--- config.mk ---
export PLATFORM = sky130hd
export DESIGN_NAME = rtcirq_core
export DESIGN_NICKNAME = d
export VERILOG_FILES = /design/src/hdl/rtcirq_pkg.sv /design/src/hdl/rtcirq_core.sv
export SDC_FILE = /design/constraint.sdc
export NUM_CORES = 1
export LEC_CHECK = 0
export BUFFER_PORTS_ARGS = -buffer_cell sky130_fd_sc_hd__buf_2
export CAP_MARGIN = 20
export CORE_ASPECT_RATIO = 0.75
export CORE_MARGIN = 4
export CORE_UTILIZATION = 35
export DETAILED_ROUTE_END_ITERATION = 12
export GPL_TIMING_DRIVEN = 0
export PLACE_DENSITY = 0.51
export SYNTH_ARGS = -nofsm -noshare
export SYNTH_HDL_FRONTEND = slang
export SYNTH_SLANG_ARGS = --single-unit
--- constraint.sdc ---
create_clock -name clk -period 2.6 [get_ports clk]
set_input_delay 0.39 -clock clk [delete_from_list [all_inputs] [get_ports clk]]
set_output_delay 0.39 -clock clk [all_outputs]
set_load 0.02 [all_outputs]
--- src/hdl/rtcirq_pkg.sv ---
// package for the interrupt and clock-output logic of the real-time clock
// assumes one 10 MHz system clock and a register write port fed by the serial bus slave
package rtcirq_pkg;

  // ----------------------------------------------------------------------
  // register map
  // ----------------------------------------------------------------------
  localparam logic [3:0] ADDR_SECONDS  = 4'h0;
  localparam logic [3:0] ADDR_IRQ_CTRL = 4'hE;  // interrupt_enable_select_control
  localparam logic [3:0] ADDR_IRQ_FLAG = 4'hF;  // interrupt_flag_status_control

  // interrupt_enable_select_control fields
  localparam int BIT_WEEK_EN   = 7;
  localparam int BIT_DAILY_EN  = 6;
  localparam int BIT_CLKEN_N_B = 4;
  localparam int SEL_LSB       = 0;
  localparam int SEL_W         = 3;
  // interrupt_flag_status_control fields
  localparam int BIT_CLKEN_N_A = 3;
  localparam int BIT_PER_FLAG  = 2;
  localparam int BIT_WEEK_FLAG = 1;
  localparam int BIT_DAY_FLAG  = 0;

  localparam logic [7:0] CTRL_RESET = 8'h00;
  localparam logic [7:0] FLAG_RESET = 8'h00;
  // bits of the two registers held as plain storage here
  localparam logic [7:0] CTRL_KEEP_MASK = 8'h28;
  localparam logic [7:0] FLAG_KEEP_MASK = 8'hF0;

  // ----------------------------------------------------------------------
  // periodic select codes
  // ----------------------------------------------------------------------
  localparam logic [2:0] SEL_OFF   = 3'h0;
  localparam logic [2:0] SEL_LOW   = 3'h1;
  localparam logic [2:0] SEL_2HZ   = 3'h2;
  localparam logic [2:0] SEL_1HZ   = 3'h3;
  localparam logic [2:0] SEL_SEC   = 3'h4;
  localparam logic [2:0] SEL_MIN   = 3'h5;
  localparam logic [2:0] SEL_HOUR  = 3'h6;
  localparam logic [2:0] SEL_MONTH = 3'h7;

  // ----------------------------------------------------------------------
  // time base
  // ----------------------------------------------------------------------
  localparam int         XTAL_HZ      = 32768;
  localparam int         DIV_W        = 15;
  localparam int         TICK_DELAY_US = 92;
  // crystal edges from pulse fall to seconds increment, rounded down
  localparam logic [14:0] SEC_TICK_DIV =
    15'((TICK_DELAY_US * XTAL_HZ) / 1000000);
  localparam int         BIT_2HZ      = 13;
  localparam int         BIT_1HZ      = 14;

  // ----------------------------------------------------------------------
  // carriers
  // ----------------------------------------------------------------------
  typedef struct packed {
    logic       valid;
    logic [3:0] addr;
    logic [7:0] data;
  } rtcirq_wr_s;

  typedef struct packed {
    logic roll_sec00;
    logic roll_min00;
    logic roll_hour00;
    logic roll_mday1;
  } rtcirq_roll_s;

endpackage
--- src/hdl/rtcirq_core.sv ---
// interrupt outputs, periodic interrupt and gated crystal clock output of the rtc
// assumes serial bus slave, time counters and alarm comparators run on clk;
// the crystal square wave arrives asynchronously and is synchronised here
`timescale 1ns/10ps

module rtcirq_core
  import rtcirq_pkg::*;
(
  input  wire logic         clk,
  input  wire logic         rst_n,
  input  wire logic         ce,
  input  wire logic         xtal_in,
  input  wire rtcirq_wr_s   host_wr,
  input  wire logic [3:0]   host_rd_addr,
  input  wire logic         week_alarm_match,
  input  wire logic         daily_alarm_match,
  input  wire rtcirq_roll_s roll,
  input  wire logic         osc_halt_flag,
  input  wire logic         adj_lengthen,
  input  wire logic         adj_shorten,
  output logic [7:0]        host_rd_data,
  output logic              sec_tick,
  output logic [3:0]        od_o,
  output logic              periodic_irq_n_oe,
  output logic              week_alarm_irq_n_oe,
  output logic              daily_alarm_irq_n_oe,
  output logic              crystal_clock_out_oe
);

  // ----------------------------------------------------------------------
  // state
  // ----------------------------------------------------------------------
  logic [7:0]       ctrl_ff,  nxt_ctrl;
  logic [7:0]       flag_ff,  nxt_flag;
  logic [DIV_W-1:0] div_ff,   nxt_div;
  logic             xs1_ff, xs2_ff, xs3_ff;
  logic             gate_ff,  nxt_gate;
  logic             tick_ff;
  logic [7:0]       rd_ff;
  logic             per_oe_ff, week_oe_ff, day_oe_ff, clk_oe_ff;

  // ----------------------------------------------------------------------
  // decode
  // ----------------------------------------------------------------------
  function automatic logic wr_hit(input rtcirq_wr_s w, input logic [3:0] a);
    return w.valid && (w.addr == a);
  endfunction

  wire       wr_ctrl   = wr_hit(host_wr, ADDR_IRQ_CTRL);
  wire       wr_flag   = wr_hit(host_wr, ADDR_IRQ_FLAG);
  wire       wr_sec    = wr_hit(host_wr, ADDR_SECONDS);
  wire [2:0] sel       = ctrl_ff[SEL_LSB +: SEL_W];
  wire       lvl_mode  = sel[2];
  wire       xtal_rise = xs2_ff & ~xs3_ff;
  wire       at_tick   = xtal_rise && (div_ff == SEC_TICK_DIV);

  // level-mode event select
  wire lvl_event = at_tick && lvl_mode &&
                   ((sel == SEL_SEC) ||
                    (sel == SEL_MIN   && roll.roll_sec00) ||
                    (sel == SEL_HOUR  && roll.roll_sec00 && roll.roll_min00) ||
                    (sel == SEL_MONTH && roll.roll_sec00 && roll.roll_min00 &&
                                         roll.roll_hour00 && roll.roll_mday1));

  // ----------------------------------------------------------------------
  // sub-second divider
  // ----------------------------------------------------------------------
  // adjustment holds or double-steps the divider on each rising crystal edge while its input is high; the
  // crystal clock output itself is never touched by it
  always_comb begin
    nxt_div = div_ff;
    if (wr_sec) begin
      nxt_div = '0;
    end else if (xtal_rise) begin
      if (adj_lengthen) begin
        nxt_div = div_ff;
      end else if (adj_shorten) begin
        nxt_div = div_ff + DIV_W'(2);
      end else begin
        nxt_div = div_ff + DIV_W'(1);
      end
    end
  end

  // ----------------------------------------------------------------------
  // control and flag registers
  // ----------------------------------------------------------------------
  always_comb begin
    nxt_ctrl = ctrl_ff;
    nxt_flag = flag_ff;
    if (wr_ctrl) begin
      nxt_ctrl = host_wr.data;
    end
    if (wr_flag) begin
      nxt_flag = (flag_ff & ~FLAG_KEEP_MASK) | (host_wr.data & FLAG_KEEP_MASK);
      nxt_flag[BIT_CLKEN_N_A] = host_wr.data[BIT_CLKEN_N_A];
      // writing one leaves a flag alone, writing zero clears it
      nxt_flag[BIT_PER_FLAG]  = flag_ff[BIT_PER_FLAG]  & host_wr.data[BIT_PER_FLAG];
      nxt_flag[BIT_WEEK_FLAG] = flag_ff[BIT_WEEK_FLAG] & host_wr.data[BIT_WEEK_FLAG];
      nxt_flag[BIT_DAY_FLAG]  = flag_ff[BIT_DAY_FLAG]  & host_wr.data[BIT_DAY_FLAG];
    end
    // sets come after the clear so a coincident event is kept, unless osc_halt_flag clears it in the same cycle
    if (week_alarm_match && ctrl_ff[BIT_WEEK_EN]) begin
      nxt_flag[BIT_WEEK_FLAG] = 1'b1;
    end
    if (daily_alarm_match && ctrl_ff[BIT_DAILY_EN]) begin
      nxt_flag[BIT_DAY_FLAG] = 1'b1;
    end
    if (lvl_event || (wr_sec && lvl_mode)) begin
      nxt_flag[BIT_PER_FLAG] = 1'b1;
    end
    if (osc_halt_flag) begin
      nxt_ctrl = nxt_ctrl & CTRL_KEEP_MASK;
      nxt_flag = nxt_flag & FLAG_KEEP_MASK;
    end
  end

  // ----------------------------------------------------------------------
  // crystal clock output gating
  // ----------------------------------------------------------------------
  // gate only moves while the crystal is high, i.e. while the pin is already
  // released, so a low phase is always output whole or not at all
  wire clk_run = ~(ctrl_ff[BIT_CLKEN_N_B] & flag_ff[BIT_CLKEN_N_A]);
  assign nxt_gate = xs2_ff ? clk_run : gate_ff;

  // ----------------------------------------------------------------------
  // pin pull-down enables
  // ----------------------------------------------------------------------
  logic nxt_per_oe;
  always_comb begin
    unique case (sel)
      SEL_OFF: nxt_per_oe = 1'b0;
      SEL_LOW: nxt_per_oe = 1'b1;
      SEL_2HZ: nxt_per_oe = ~nxt_div[BIT_2HZ];
      SEL_1HZ: nxt_per_oe = ~nxt_div[BIT_1HZ];
      SEL_SEC, SEL_MIN, SEL_HOUR, SEL_MONTH:
               nxt_per_oe = nxt_flag[BIT_PER_FLAG];
    endcase
  end

  // ----------------------------------------------------------------------
  // registers
  // ----------------------------------------------------------------------
  always_ff @(posedge clk) begin
    if (!rst_n) begin
      xs1_ff <= 1'b0;
      xs2_ff <= 1'b0;
      xs3_ff <= 1'b0;
    end else if (ce) begin
      xs1_ff <= xtal_in;
      xs2_ff <= xs1_ff;
      xs3_ff <= xs2_ff;
    end
  end

  always_ff @(posedge clk) begin
    if (!rst_n) begin
      ctrl_ff <= CTRL_RESET;
      flag_ff <= FLAG_RESET;
      div_ff  <= '0;
      gate_ff <= 1'b0;
    end else if (ce) begin
      ctrl_ff <= nxt_ctrl;
      flag_ff <= nxt_flag;
      div_ff  <= nxt_div;
      gate_ff <= nxt_gate;
    end
  end

  always_ff @(posedge clk) begin
    if (!rst_n) begin
      per_oe_ff  <= 1'b0;
      week_oe_ff <= 1'b0;
      day_oe_ff  <= 1'b0;
      clk_oe_ff  <= 1'b0;
      tick_ff    <= 1'b0;
      rd_ff      <= 8'h00;
    end else if (ce) begin
      per_oe_ff  <= nxt_per_oe;
      week_oe_ff <= nxt_flag[BIT_WEEK_FLAG];
      day_oe_ff  <= nxt_flag[BIT_DAY_FLAG];
      clk_oe_ff  <= nxt_gate & ~xs2_ff;
      tick_ff    <= at_tick && !wr_sec;
      rd_ff      <= (host_rd_addr == ADDR_IRQ_CTRL) ? ctrl_ff :
                    (host_rd_addr == ADDR_IRQ_FLAG) ? flag_ff : 8'h00;
    end
  end

  assign host_rd_data         = rd_ff;
  assign sec_tick             = tick_ff;
  assign od_o                 = 4'h0;
  assign periodic_irq_n_oe    = per_oe_ff;
  assign week_alarm_irq_n_oe  = week_oe_ff;
  assign daily_alarm_irq_n_oe = day_oe_ff;
  assign crystal_clock_out_oe = clk_oe_ff;

  // ----------------------------------------------------------------------
  // assertions
  // ----------------------------------------------------------------------
  a_week_flag_set: assert property (@(posedge clk) disable iff (!rst_n)
    ce && week_alarm_match && ctrl_ff[BIT_WEEK_EN] && !osc_halt_flag
      |=> flag_ff[BIT_WEEK_FLAG] && week_alarm_irq_n_oe)
    else $error("week alarm match did not raise flag and pin");

  a_day_disabled: assert property (@(posedge clk) disable iff (!rst_n)
    ce && !flag_ff[BIT_DAY_FLAG] && !ctrl_ff[BIT_DAILY_EN] && !wr_flag
      |=> !flag_ff[BIT_DAY_FLAG])
    else $error("disabled daily alarm raised its flag");

  a_flag_one_noop: assert property (@(posedge clk) disable iff (!rst_n)
    ce && wr_flag && !flag_ff[BIT_WEEK_FLAG] && host_wr.data[BIT_WEEK_FLAG]
      && !week_alarm_match |=> !flag_ff[BIT_WEEK_FLAG])
    else $error("writing one set the week alarm flag");

  a_clear_keeps_en: assert property (@(posedge clk) disable iff (!rst_n)
    ce && wr_flag && !wr_ctrl && !osc_halt_flag
      |=> ctrl_ff[BIT_WEEK_EN] == $past(ctrl_ff[BIT_WEEK_EN]))
    else $error("flag write changed an alarm enable");

  a_set_wins: assert property (@(posedge clk) disable iff (!rst_n)
    ce && wr_flag && !host_wr.data[BIT_DAY_FLAG] && daily_alarm_match
      && ctrl_ff[BIT_DAILY_EN] && !osc_halt_flag |=> flag_ff[BIT_DAY_FLAG])
    else $error("daily alarm event lost against clear");

  a_halt_clears: assert property (@(posedge clk) disable iff (!rst_n)
    ce && osc_halt_flag |=> ctrl_ff[SEL_LSB +: SEL_W] == SEL_OFF
      && flag_ff[2:0] == 3'h0 && !ctrl_ff[BIT_WEEK_EN] && !ctrl_ff[BIT_DAILY_EN])
    else $error("oscillation halt did not clear controls");

  a_level_hold: assert property (@(posedge clk) disable iff (!rst_n)
    ce && lvl_mode && flag_ff[BIT_PER_FLAG] && !wr_ctrl && !osc_halt_flag
      && !(wr_flag && !host_wr.data[BIT_PER_FLAG]) |=> periodic_irq_n_oe)
    else $error("level interrupt released without clear");

  a_sec_write_low: assert property (@(posedge clk) disable iff (!rst_n)
    ce && wr_sec && (sel == SEL_2HZ || sel == SEL_1HZ) && !wr_ctrl && !osc_halt_flag
      |=> div_ff == '0 ##0 periodic_irq_n_oe)
    else $error("seconds write did not reset divider and drive low");

  a_off_released: assert property (@(posedge clk) disable iff (!rst_n)
    ce && sel == SEL_OFF && !wr_ctrl |=> !periodic_irq_n_oe)
    else $error("periodic pin driven while disabled");

  a_clkout_stop: assert property (@(posedge clk) disable iff (!rst_n)
    ce && !clk_run && !gate_ff |=> !crystal_clock_out_oe)
    else $error("clock output driven while stopped");

endmodule // rtcirq_core

* Word level (Yosys, flattened, before mapping)
Index checks and enable logic that the tools add are counted.
** Operators by class
- Add/subtract/negate cells :: 2
- Equality and inequality tests :: 13
- Multiplexer cells :: 15
- Bitwise gates (word level) :: 12
- Reduce and logical (&&, ||, !) cells :: 31
** Operator list (number)
- 15-bit two-way mux :: 4
- 8-bit two-way mux :: 5
- 1-bit logical AND :: 17
- 4-bit == test, second input constant :: 4
- 15-bit by 1-bit adder with 15-bit output, second input constant :: 1
- 15-bit by 2-bit adder with 15-bit output, second input constant :: 1
- 15-bit by 2-bit == test with 1-bit output, second input constant :: 1
- 3-bit == test, second input constant :: 4
- 4-bit by 8-bit OR with 8-bit output :: 1
- 1-bit AND :: 6
- 3-bit by 2-bit == test with 1-bit output, second input constant :: 2
- 2-bit nonzero test :: 3
- 1-bit NOT :: 5
- 1-bit case mux with 5 select lines :: 1
- 4-bit zero test :: 1
- 1-bit logical OR :: 4
- 1-bit two-way mux :: 4
- 4-bit two-way mux :: 1
- 2-bit AND reduction :: 2
- 4-bit OR reduction :: 1
- 3-bit by 1-bit == test with 1-bit output, second input constant :: 1
- 3-bit zero test :: 1
- 3-bit AND reduction :: 1
- 2-bit by 1-bit != test with 1-bit output, second input constant :: 1
- 1-bit zero test :: 1
** Storage, ports and cells
- Register bits :: 48
- Input bits :: 30
- Output and inout bits :: 17
- Word-level logic and storage cells :: 89

* Depth between registers and ports, before layout
Gate-level depths: netlist of the first run.
- Word-level depth :: 11
- Depth in mapped cells :: 6
- Gate-level depth less buffers :: 6

* Worst setup path before layout of the first run
No wires, ideal clock.
- Path type :: input port to flip-flop
- Start :: input port host_wr[8] (netlist bit)
- End :: register per_oe_ff, in the netlist periodic_irq_n_oe
- Library setup time :: 79 ps
- Arrival :: 1778 ps
- Data required time :: 2521 ps
- Slack :: 743 ps
- Cell stages on the path :: 6
- Buffers on the path :: 1
- Path through :: or4b_1 or2_1 buf_6 and2_0 a211o_1 o211ai_1
** On the way
- Longest elaborated chain between the ends :: 7
- Elaborated cells on any way between the ends :: 13
- Those cells by class :: eq/ne (1); mux (5); bitwise (2); reduce/logical (5)
** RTL lines
- from (decl) :: RTL line rtcirq_core.sv:13 : input wire rtcirq_wr_s host_wr,
- 4-bit zero test :: RTL line rtcirq_core.sv:46 : return w.valid && (w.addr == a);
- 1-bit logical AND :: RTL line rtcirq_core.sv:46
- 1-bit logical AND :: RTL line rtcirq_core.sv:109 : if (lvl_event || (wr_sec && lvl_mode)) begin
- 1-bit logical OR :: RTL line rtcirq_core.sv:109
- 1-bit two-way mux :: RTL line rtcirq_core.sv:109
- 4-bit two-way mux :: RTL line rtcirq_core.sv:112 : if (osc_halt_flag) begin
- 1-bit case mux with 5 select lines (*) :: RTL line rtcirq_core.sv:131 : unique case (sel)
- to (signal assigned) :: RTL line rtcirq_core.sv:179 : per_oe_ff <= nxt_per_oe;
- to (decl) :: RTL line rtcirq_core.sv:40 : logic per_oe_ff, week_oe_ff, day_oe_ff, clk_oe_ff;
Every way passes the cells marked *; elsewhere a longest branch is shown, timed or not. The select of a mux whose other input is x is not followed.
A chain may end at the register's enable or synchronous reset.

* Final worst setup path of the first run
- Start :: register div_ff[1]
- End :: register div_ff[14]
** On the way
- Longest elaborated chain between the ends :: 5
- Elaborated cells on any way between the ends :: 6
- Those cells by class :: add/sub (2); mux (4)
** RTL lines
- from (decl) :: RTL line rtcirq_core.sv:35 : logic [DIV_W-1:0] div_ff, nxt_div;
- from (signal assigned) :: RTL line rtcirq_core.sv:165 : div_ff <= nxt_div;
- 15-bit by 1-bit adder with 15-bit output or 15-bit by 2-bit adder with 15-bit output (tied branches) :: RTL line rtcirq_core.sv:80, rtcirq_core.sv:78
- 15-bit two-way mux (*) :: RTL line rtcirq_core.sv:77 : end else if (adj_shorten) begin
- 15-bit two-way mux (*) :: RTL line rtcirq_core.sv:75 : if (adj_lengthen) begin
- 15-bit two-way mux (*) :: RTL line rtcirq_core.sv:74 : end else if (xtal_rise) begin
- 15-bit two-way mux (*) :: RTL line rtcirq_core.sv:72 : if (wr_sec) begin
Marked as above.

==> results.sh, run 1 <==
export IMPL_status="finished, final reports clean"
export IMPL_hpwl_um=5130
export IMPL_via_per_inst=5.35
export IMPL_numCtsBuffers=5
export IMPL_via_count=2247
export IMPL_cts_root_buf="clkbuf_8"
export IMPL_gp_congestion=0.858
export IMPL_ys_types=58
export IMPL_multiInputGateArea_sq_um=1350
export IMPL_r2r_start="div_ff[1]"
export IMPL_cts_max_path_buffers=2
export IMPL_post_route_min_period_ps=2030
export IMPL_cp_slowest_cell="nor4_4"
export IMPL_io_buffers=39
export IMPL_cts_setup_buffers=0
export IMPL_finClkSkew_ps=11.2
export IMPL_clock_sinks=46
export IMPL_drcViolationCount=0
export IMPL_synth_area_sq_um=2390
export IMPL_fmax_ghz=0.492
export IMPL_maxSlewViolCount=0
export IMPL_r2r_setup_slack_ps=570
export IMPL_drt_total_wl_um=6850
export IMPL_start_util=0.369
export IMPL_num_rows=25
export IMPL_timing_final_hold_violations=0
export IMPL_wl_per_cell_um=16.3
export IMPL_ys_ff_latch=46
export IMPL_fillers=700
export IMPL_worst_pin_slew_ps=572
export IMPL_die_y_um=79.6
export IMPL_syn_inst=289
export IMPL_critPathCapture="div_ff[14]"
export IMPL_rr_endpoint="div_ff[14]"
export IMPL_crit_start="div_ff[1]"
export IMPL_avgSynthCellArea_sq_um=8.27
export IMPL_setup_tns_ps=0
export IMPL_cp_arrival_ps=2270
export IMPL_post_route_util=0.431
export IMPL_rsz0062_at_grt="no"
export IMPL_start_kind="register"
export IMPL_fin_crit_sh=0.781
export IMPL_synth_edff_count=0
export IMPL_antenna_diode_count=0
export IMPL_slew_headroom=0.618
export IMPL_worstSetupPathType="reg2reg"
export IMPL_syn2layout_area_growth_pct=16.8
export IMPL_critical_path_cell_chain="ha_1, mux2i_1, nor4_4, nand3_2, or3_1, a21oi_1"
export IMPL_ant_nets=0
export IMPL_cap_violations=0
export IMPL_grt_max_degree=17
export IMPL_dp_cells=412
export IMPL_grt_overflow=0
export IMPL_htreeDepth=2
export IMPL_core_area_sq_um=6470
export IMPL_hold_class="in2reg"
export IMPL_firstDrtPassIters=4
export IMPL_irDropWorstVdd_mv=0.255
export IMPL_path_clk_slew_ps=100
export IMPL_cts_tree="done"
export IMPL_cp_max_fo=7
export IMPL_synth_main_ff_cell="dfxtp_1"
export IMPL_p_per_area_nw_per_um2=460
export IMPL_pin_count=47
export IMPL_grt_pass1_wl_um=10900
export IMPL_regArea_sq_um=921
export IMPL_nNetsFinal=370
export IMPL_die_area_sq_um=8230
export IMPL_grt_use_total=0.171
export IMPL_required_ps=2840
export IMPL_yosys_warnings=0
export IMPL_die_w_um=103
export IMPL_ff2ff_path_depth=6
export IMPL_grt_pass1_vias=2088
export IMPL_leakage_uw=0.00104
export IMPL_setup_viol=0
export IMPL_holdBufCountCts=0
export IMPL_endpoint_kind="register"
export IMPL_max_stage_delay_ps=490
export IMPL_fin_total_pwr_uw=1280
export IMPL_ys_seq_area_frac=0.385
export IMPL_insertion_delay_ps=300
export IMPL_async_flop_share=0
export IMPL_drive_above_1_share=0.206
export IMPL_antenna_found_initial=0
export IMPL_cts_resized=0
export IMPL_final_cells=420
export IMPL_drt_iter0_markers=119
[kinds of logic (layout without fill, tap and decap cells)]
kind of cell / count (synthesis) / in the layout / share of synthesized area
AND/OR/NAND/NOR: 116 / 116 / 0.265
flip-flops: 46 / 46 / 0.385
adder cells (fa/ha/maj): 2 / 2 / 0.0105
XOR/XNOR: 4 / 4 / 0.0147
other: 1 / 4 / 0.00157
buffers and inverters: 25 / 72 / 0.0539
multiplexers: 13 / 13 / 0.0581
AO/OA/AOI/OAI: 82 / 82 / 0.210
[area by class of cell]
| class | count | area share |
|---|---|---|
| Buffer | 20 | 0.0395 |
| Clock buffer | 5 | 0.0247 |
| Clock inverter | 3 | 0.00852 |
| Inverter | 5 | 0.00673 |
| Multi-Input combinational cell | 221 | 0.484 |
| Sequential cell | 46 | 0.330 |
| Tap cell | 81 | 0.0363 |
| Timing Repair Buffer | 39 | 0.0700 |
[how the worst min path moves through the flow]
stage	to	cells past startpoint	from
finish	ctrl_ff[3]	3	host_wr[3]
global route	flag_ff[4]	3	host_wr[4]
CTS	xs1_ff	3	xtal_in
detailed placement	flag_ff[7]	2	flag_ff[7]
global placement	flag_ff[7]	2	flag_ff[7]
floorplan	flag_ff[4]	2	flag_ff[4]
[worst max-delay path: cells and delay by family (launching register included)]
kind | cells | cell delay [ps]
simple gates | 3 | 990
flops | 1 | 420
fa+ha+maj | 1 | 240
mux | 1 | 170
compound gates | 1 | 140
[routing by layer]
layer | vias up | part of all wire | global-route usage
li1 | 1142 | - | -
met1 | 1047 | 0.54 | 0.279
met2 | 56 | 0.40 | 0.225
met3 | 2 | 0.058 | 0.0376
met4 | 0 | 0.0012 | 0.0272
met5 | - | 0 | 0
[per-stage QoR]
stage               hold slack [ps]  cell area, sq um  setup slack, ps
floorplan                       433              2400              743
global placement                441              2700              402
detailed placement              444              2700              418
CTS                             328              2790              557
global route                    339              2790              449
finish                          336              2790              569
[registers in the layout, summed over array words and instances (netlist names), 8 cells and up, named ones only]
signal and cells:
flag_ff 8, host_rd_data 8, div_ff 15, ctrl_ff 8
[layout by cell type (no fill, tap or decap), drive strengths merged, types with 2 or more instances in the layout]
cell type,n
inv,5
a31oi,2
nor2,22
ha,2
nand3,22
a21oi,34
nor3,4
and4,3
dfxtp,46
a211oi,2
o21ai,17
a22oi,6
xor2,4
o2111ai,2
clkbuf,16
nor2b,5
and2,5
a21boi,3
or3,8
nand4,2
nand2,26
nor3b,2
mux2,7
buf,48
mux2i,6
conb,4
and3,3
o211ai,2
nand4b,2
nor4,5
clkinvlp,2
o21a,5
[cells in the mapped netlist, drive strengths merged, types with 2 or more instances]
library cell  instances  area (sq um)
a31oi                 2          12.5
ha                    2          25.0
nand4b                2          17.5
o2111ai               2          17.5
or3                   8          50.1
a21oi                34           170
nand3                22           115
a21boi                3          22.5
inv                   4          15.0
o211ai                2          15.0
nor2b                 5          31.3
buf                   9          58.8
o21ai                17          85.1
nor4                  5          46.3
a211oi                2          15.0
nor3                  4          20.0
o21a                  5          37.5
nand4                 2          12.5
dfxtp                46           921
nor2                 22          85.1
and3                  3          18.8
and4                  3          28.8
nor3b                 2          15.0
and2                  5          31.3
mux2                  7          78.8
xor2                  4          35.0
clkbuf               11          51.3
a22oi                 6          45.0
mux2i                 6          60.1
nand2                26          97.6
[power breakdown]
group	total, uW	switching (uW)	internal [uW]
Clock	461	269	193
Combinational	110	71.5	38.4
Sequential	711	3.29	708
Note: power is estimated with default switching activity, not from simulation.
==> run 2, diff against run 1 <==
Clock period 2.6 ns to 1.9 ns, I/O delays scaled along.
==> run 2 against run 1 <==
  * Clock power up 37%
  * Clock skew is 0.52 ps higher
  * Sequential cell count is the same
  * Combinational power up 38%
==> results.sh, run 2 (same netlist as run 1, synthesis figures left out) <==
export IMPL_maxSlewViolCount=0
export IMPL_design_area_sq_um=2830
export IMPL_final_cell_mix="41 x buf_2, 40 x dfxtp_1, 34 x a21oi_1"
export IMPL_cap_violations=0
export IMPL_largest_reg_flops=15
export IMPL_p_per_area_nw_per_um2=619
export IMPL_grt_pass1_vias=2101
export IMPL_cts_tree="done"
export IMPL_cp_max_fo=5
export IMPL_fmax_ghz=0.545
export IMPL_hpwl_um=5130
export IMPL_syn2layout_area_growth_pct=18.6
export IMPL_endpoint_kind="register"
export IMPL_hold_class="in2reg"
export IMPL_antenna_diode_count=0
export IMPL_status="finished, final reports clean"
export IMPL_cp_arrival_ps=2070
export IMPL_r2r_setup_slack_ps=70
export IMPL_ant_nets=0
export IMPL_fin_hold_ws_ps=226
export IMPL_required_ps=2140
export IMPL_holdBufCountCts=0
export IMPL_fin_crit_sh=0.966
export IMPL_drt_iter0_markers=202
export IMPL_firstDrtPassIters=4
export IMPL_worst_pin_slew_ps=562
export IMPL_htreeDepth=2
export IMPL_via_per_inst=5.33
export IMPL_drt_total_wl_um=6930
export IMPL_die_y_um=79.6
export IMPL_cts_max_path_buffers=2
export IMPL_clock_sinks=46
export IMPL_post_route_min_period_ps=1830
export IMPL_critPathCapture="div_ff[14]"
export IMPL_slew_headroom=0.625
export IMPL_via_count=2255
export IMPL_pin_count=47
export IMPL_grt_max_degree=17
export IMPL_leakage_uw=0.00106
export IMPL_grt_pass1_wl_um=10900
export IMPL_timing_final_hold_violations=0
export IMPL_die_area_sq_um=8230
export IMPL_start_util=0.369
export IMPL_layout_commonest_cell="buf_2"
export IMPL_start_kind="register"
export IMPL_top_register="div_ff"
export IMPL_io_buffers=39
export IMPL_path_clk_slew_ps=100
export IMPL_ff2ff_path_depth=5
export IMPL_core_area_sq_um=6470
export IMPL_setup_viol=0
export IMPL_drcViolationCount=0
export IMPL_r2r_start="xs2_ff"
export IMPL_insertion_delay_ps=300
export IMPL_nNetsFinal=373
export IMPL_irDropWorstVdd_mv=0.348
export IMPL_drive_above_1_share=0.240
export IMPL_rr_endpoint="div_ff[14]"
export IMPL_die_w_um=103
export IMPL_finClkSkew_ps=11.7
export IMPL_grt_use_total=0.172
export IMPL_cts_root_buf="clkbuf_8"
export IMPL_crit_start="xs2_ff"
export IMPL_grt_overflow=0
export IMPL_worstSetupPathType="reg2reg"
export IMPL_wl_per_cell_um=16.4
export IMPL_num_rows=25
export IMPL_rsz0062_at_grt="no"
export IMPL_antenna_found_initial=0
export IMPL_place_area_sq_um=2700
export IMPL_numCtsBuffers=5
export IMPL_gp_congestion=0.858
## run 2: area by class of cell
cell class / count / area [sq um]
Clock inverter: 3 / 23.8
Tap cell: 81 / 101
Sequential cell: 46 / 931
Clock buffer: 5 / 68.8
Timing Repair Buffer: 42 / 218
Fill cell: 700 / 3640
Buffer: 20 / 110
Multi-Input combinational cell: 221 / 1360
Inverter: 5 / 18.8
## run 2: how the worst min path moves through the flow
stage | startpoint | end | slack, ps | depth (start not counted)
4_1_cts | xtal_in | xs1_ff | 220 | 3
2_1_floorplan | rst_n | div_ff[1] | 400 | 1
6_report | xtal_in | xs1_ff | 230 | 3
3_3_place_gp | flag_ff[7] | flag_ff[7] | 440 | 2
3_5_place_dp | flag_ff[7] | flag_ff[7] | 440 | 2
5_1_grt | host_wr[4] | flag_ff[4] | 230 | 3
## run 2: metrics by stage
stage	power, uW	setup WS (ps)	util	cells	TNS [ps]
2_1_floorplan	1080	148	-	292	0
3_3_place_gp	1150	-193	0.417	412	-2290
3_5_place_dp	1150	-177	0.417	412	-2190
4_1_cts	1780	8.26	0.435	423	0
5_1_grt	1840	0.148	0.438	423	0
6_report	1760	65.3	0.438	423	0
## run 2: worst max-delay path: stages (launching register included)
cell and delay, ps:
dfxtp_4 370, or3b_4 410, nor4_4 360, nand3_2 120, or3_1 360, a21oi_1 140
## run 2: timing repair
item                       CTS  global route
resized for setup            3             7
pin swaps                    2             1
setup buffers                3             0
setup endpoints to repair    4             4
## run 2: power by group
group | switching (uW) | internal, uW | total (uW)
Sequential | 3.89 | 968 | 971
Combinational | 98.7 | 53.6 | 152
Clock | 368 | 264 | 632
## run 2: per-layer routing
layer / global-route usage / share of wire / wire [um]
met3: 0.0376 / 0.061 / 423
met4: 0.0272 / 0.0012 / 8
met5: 0 / 0 / 0
met1: 0.280 / 0.53 / 3670
met2: 0.226 / 0.41 / 2830
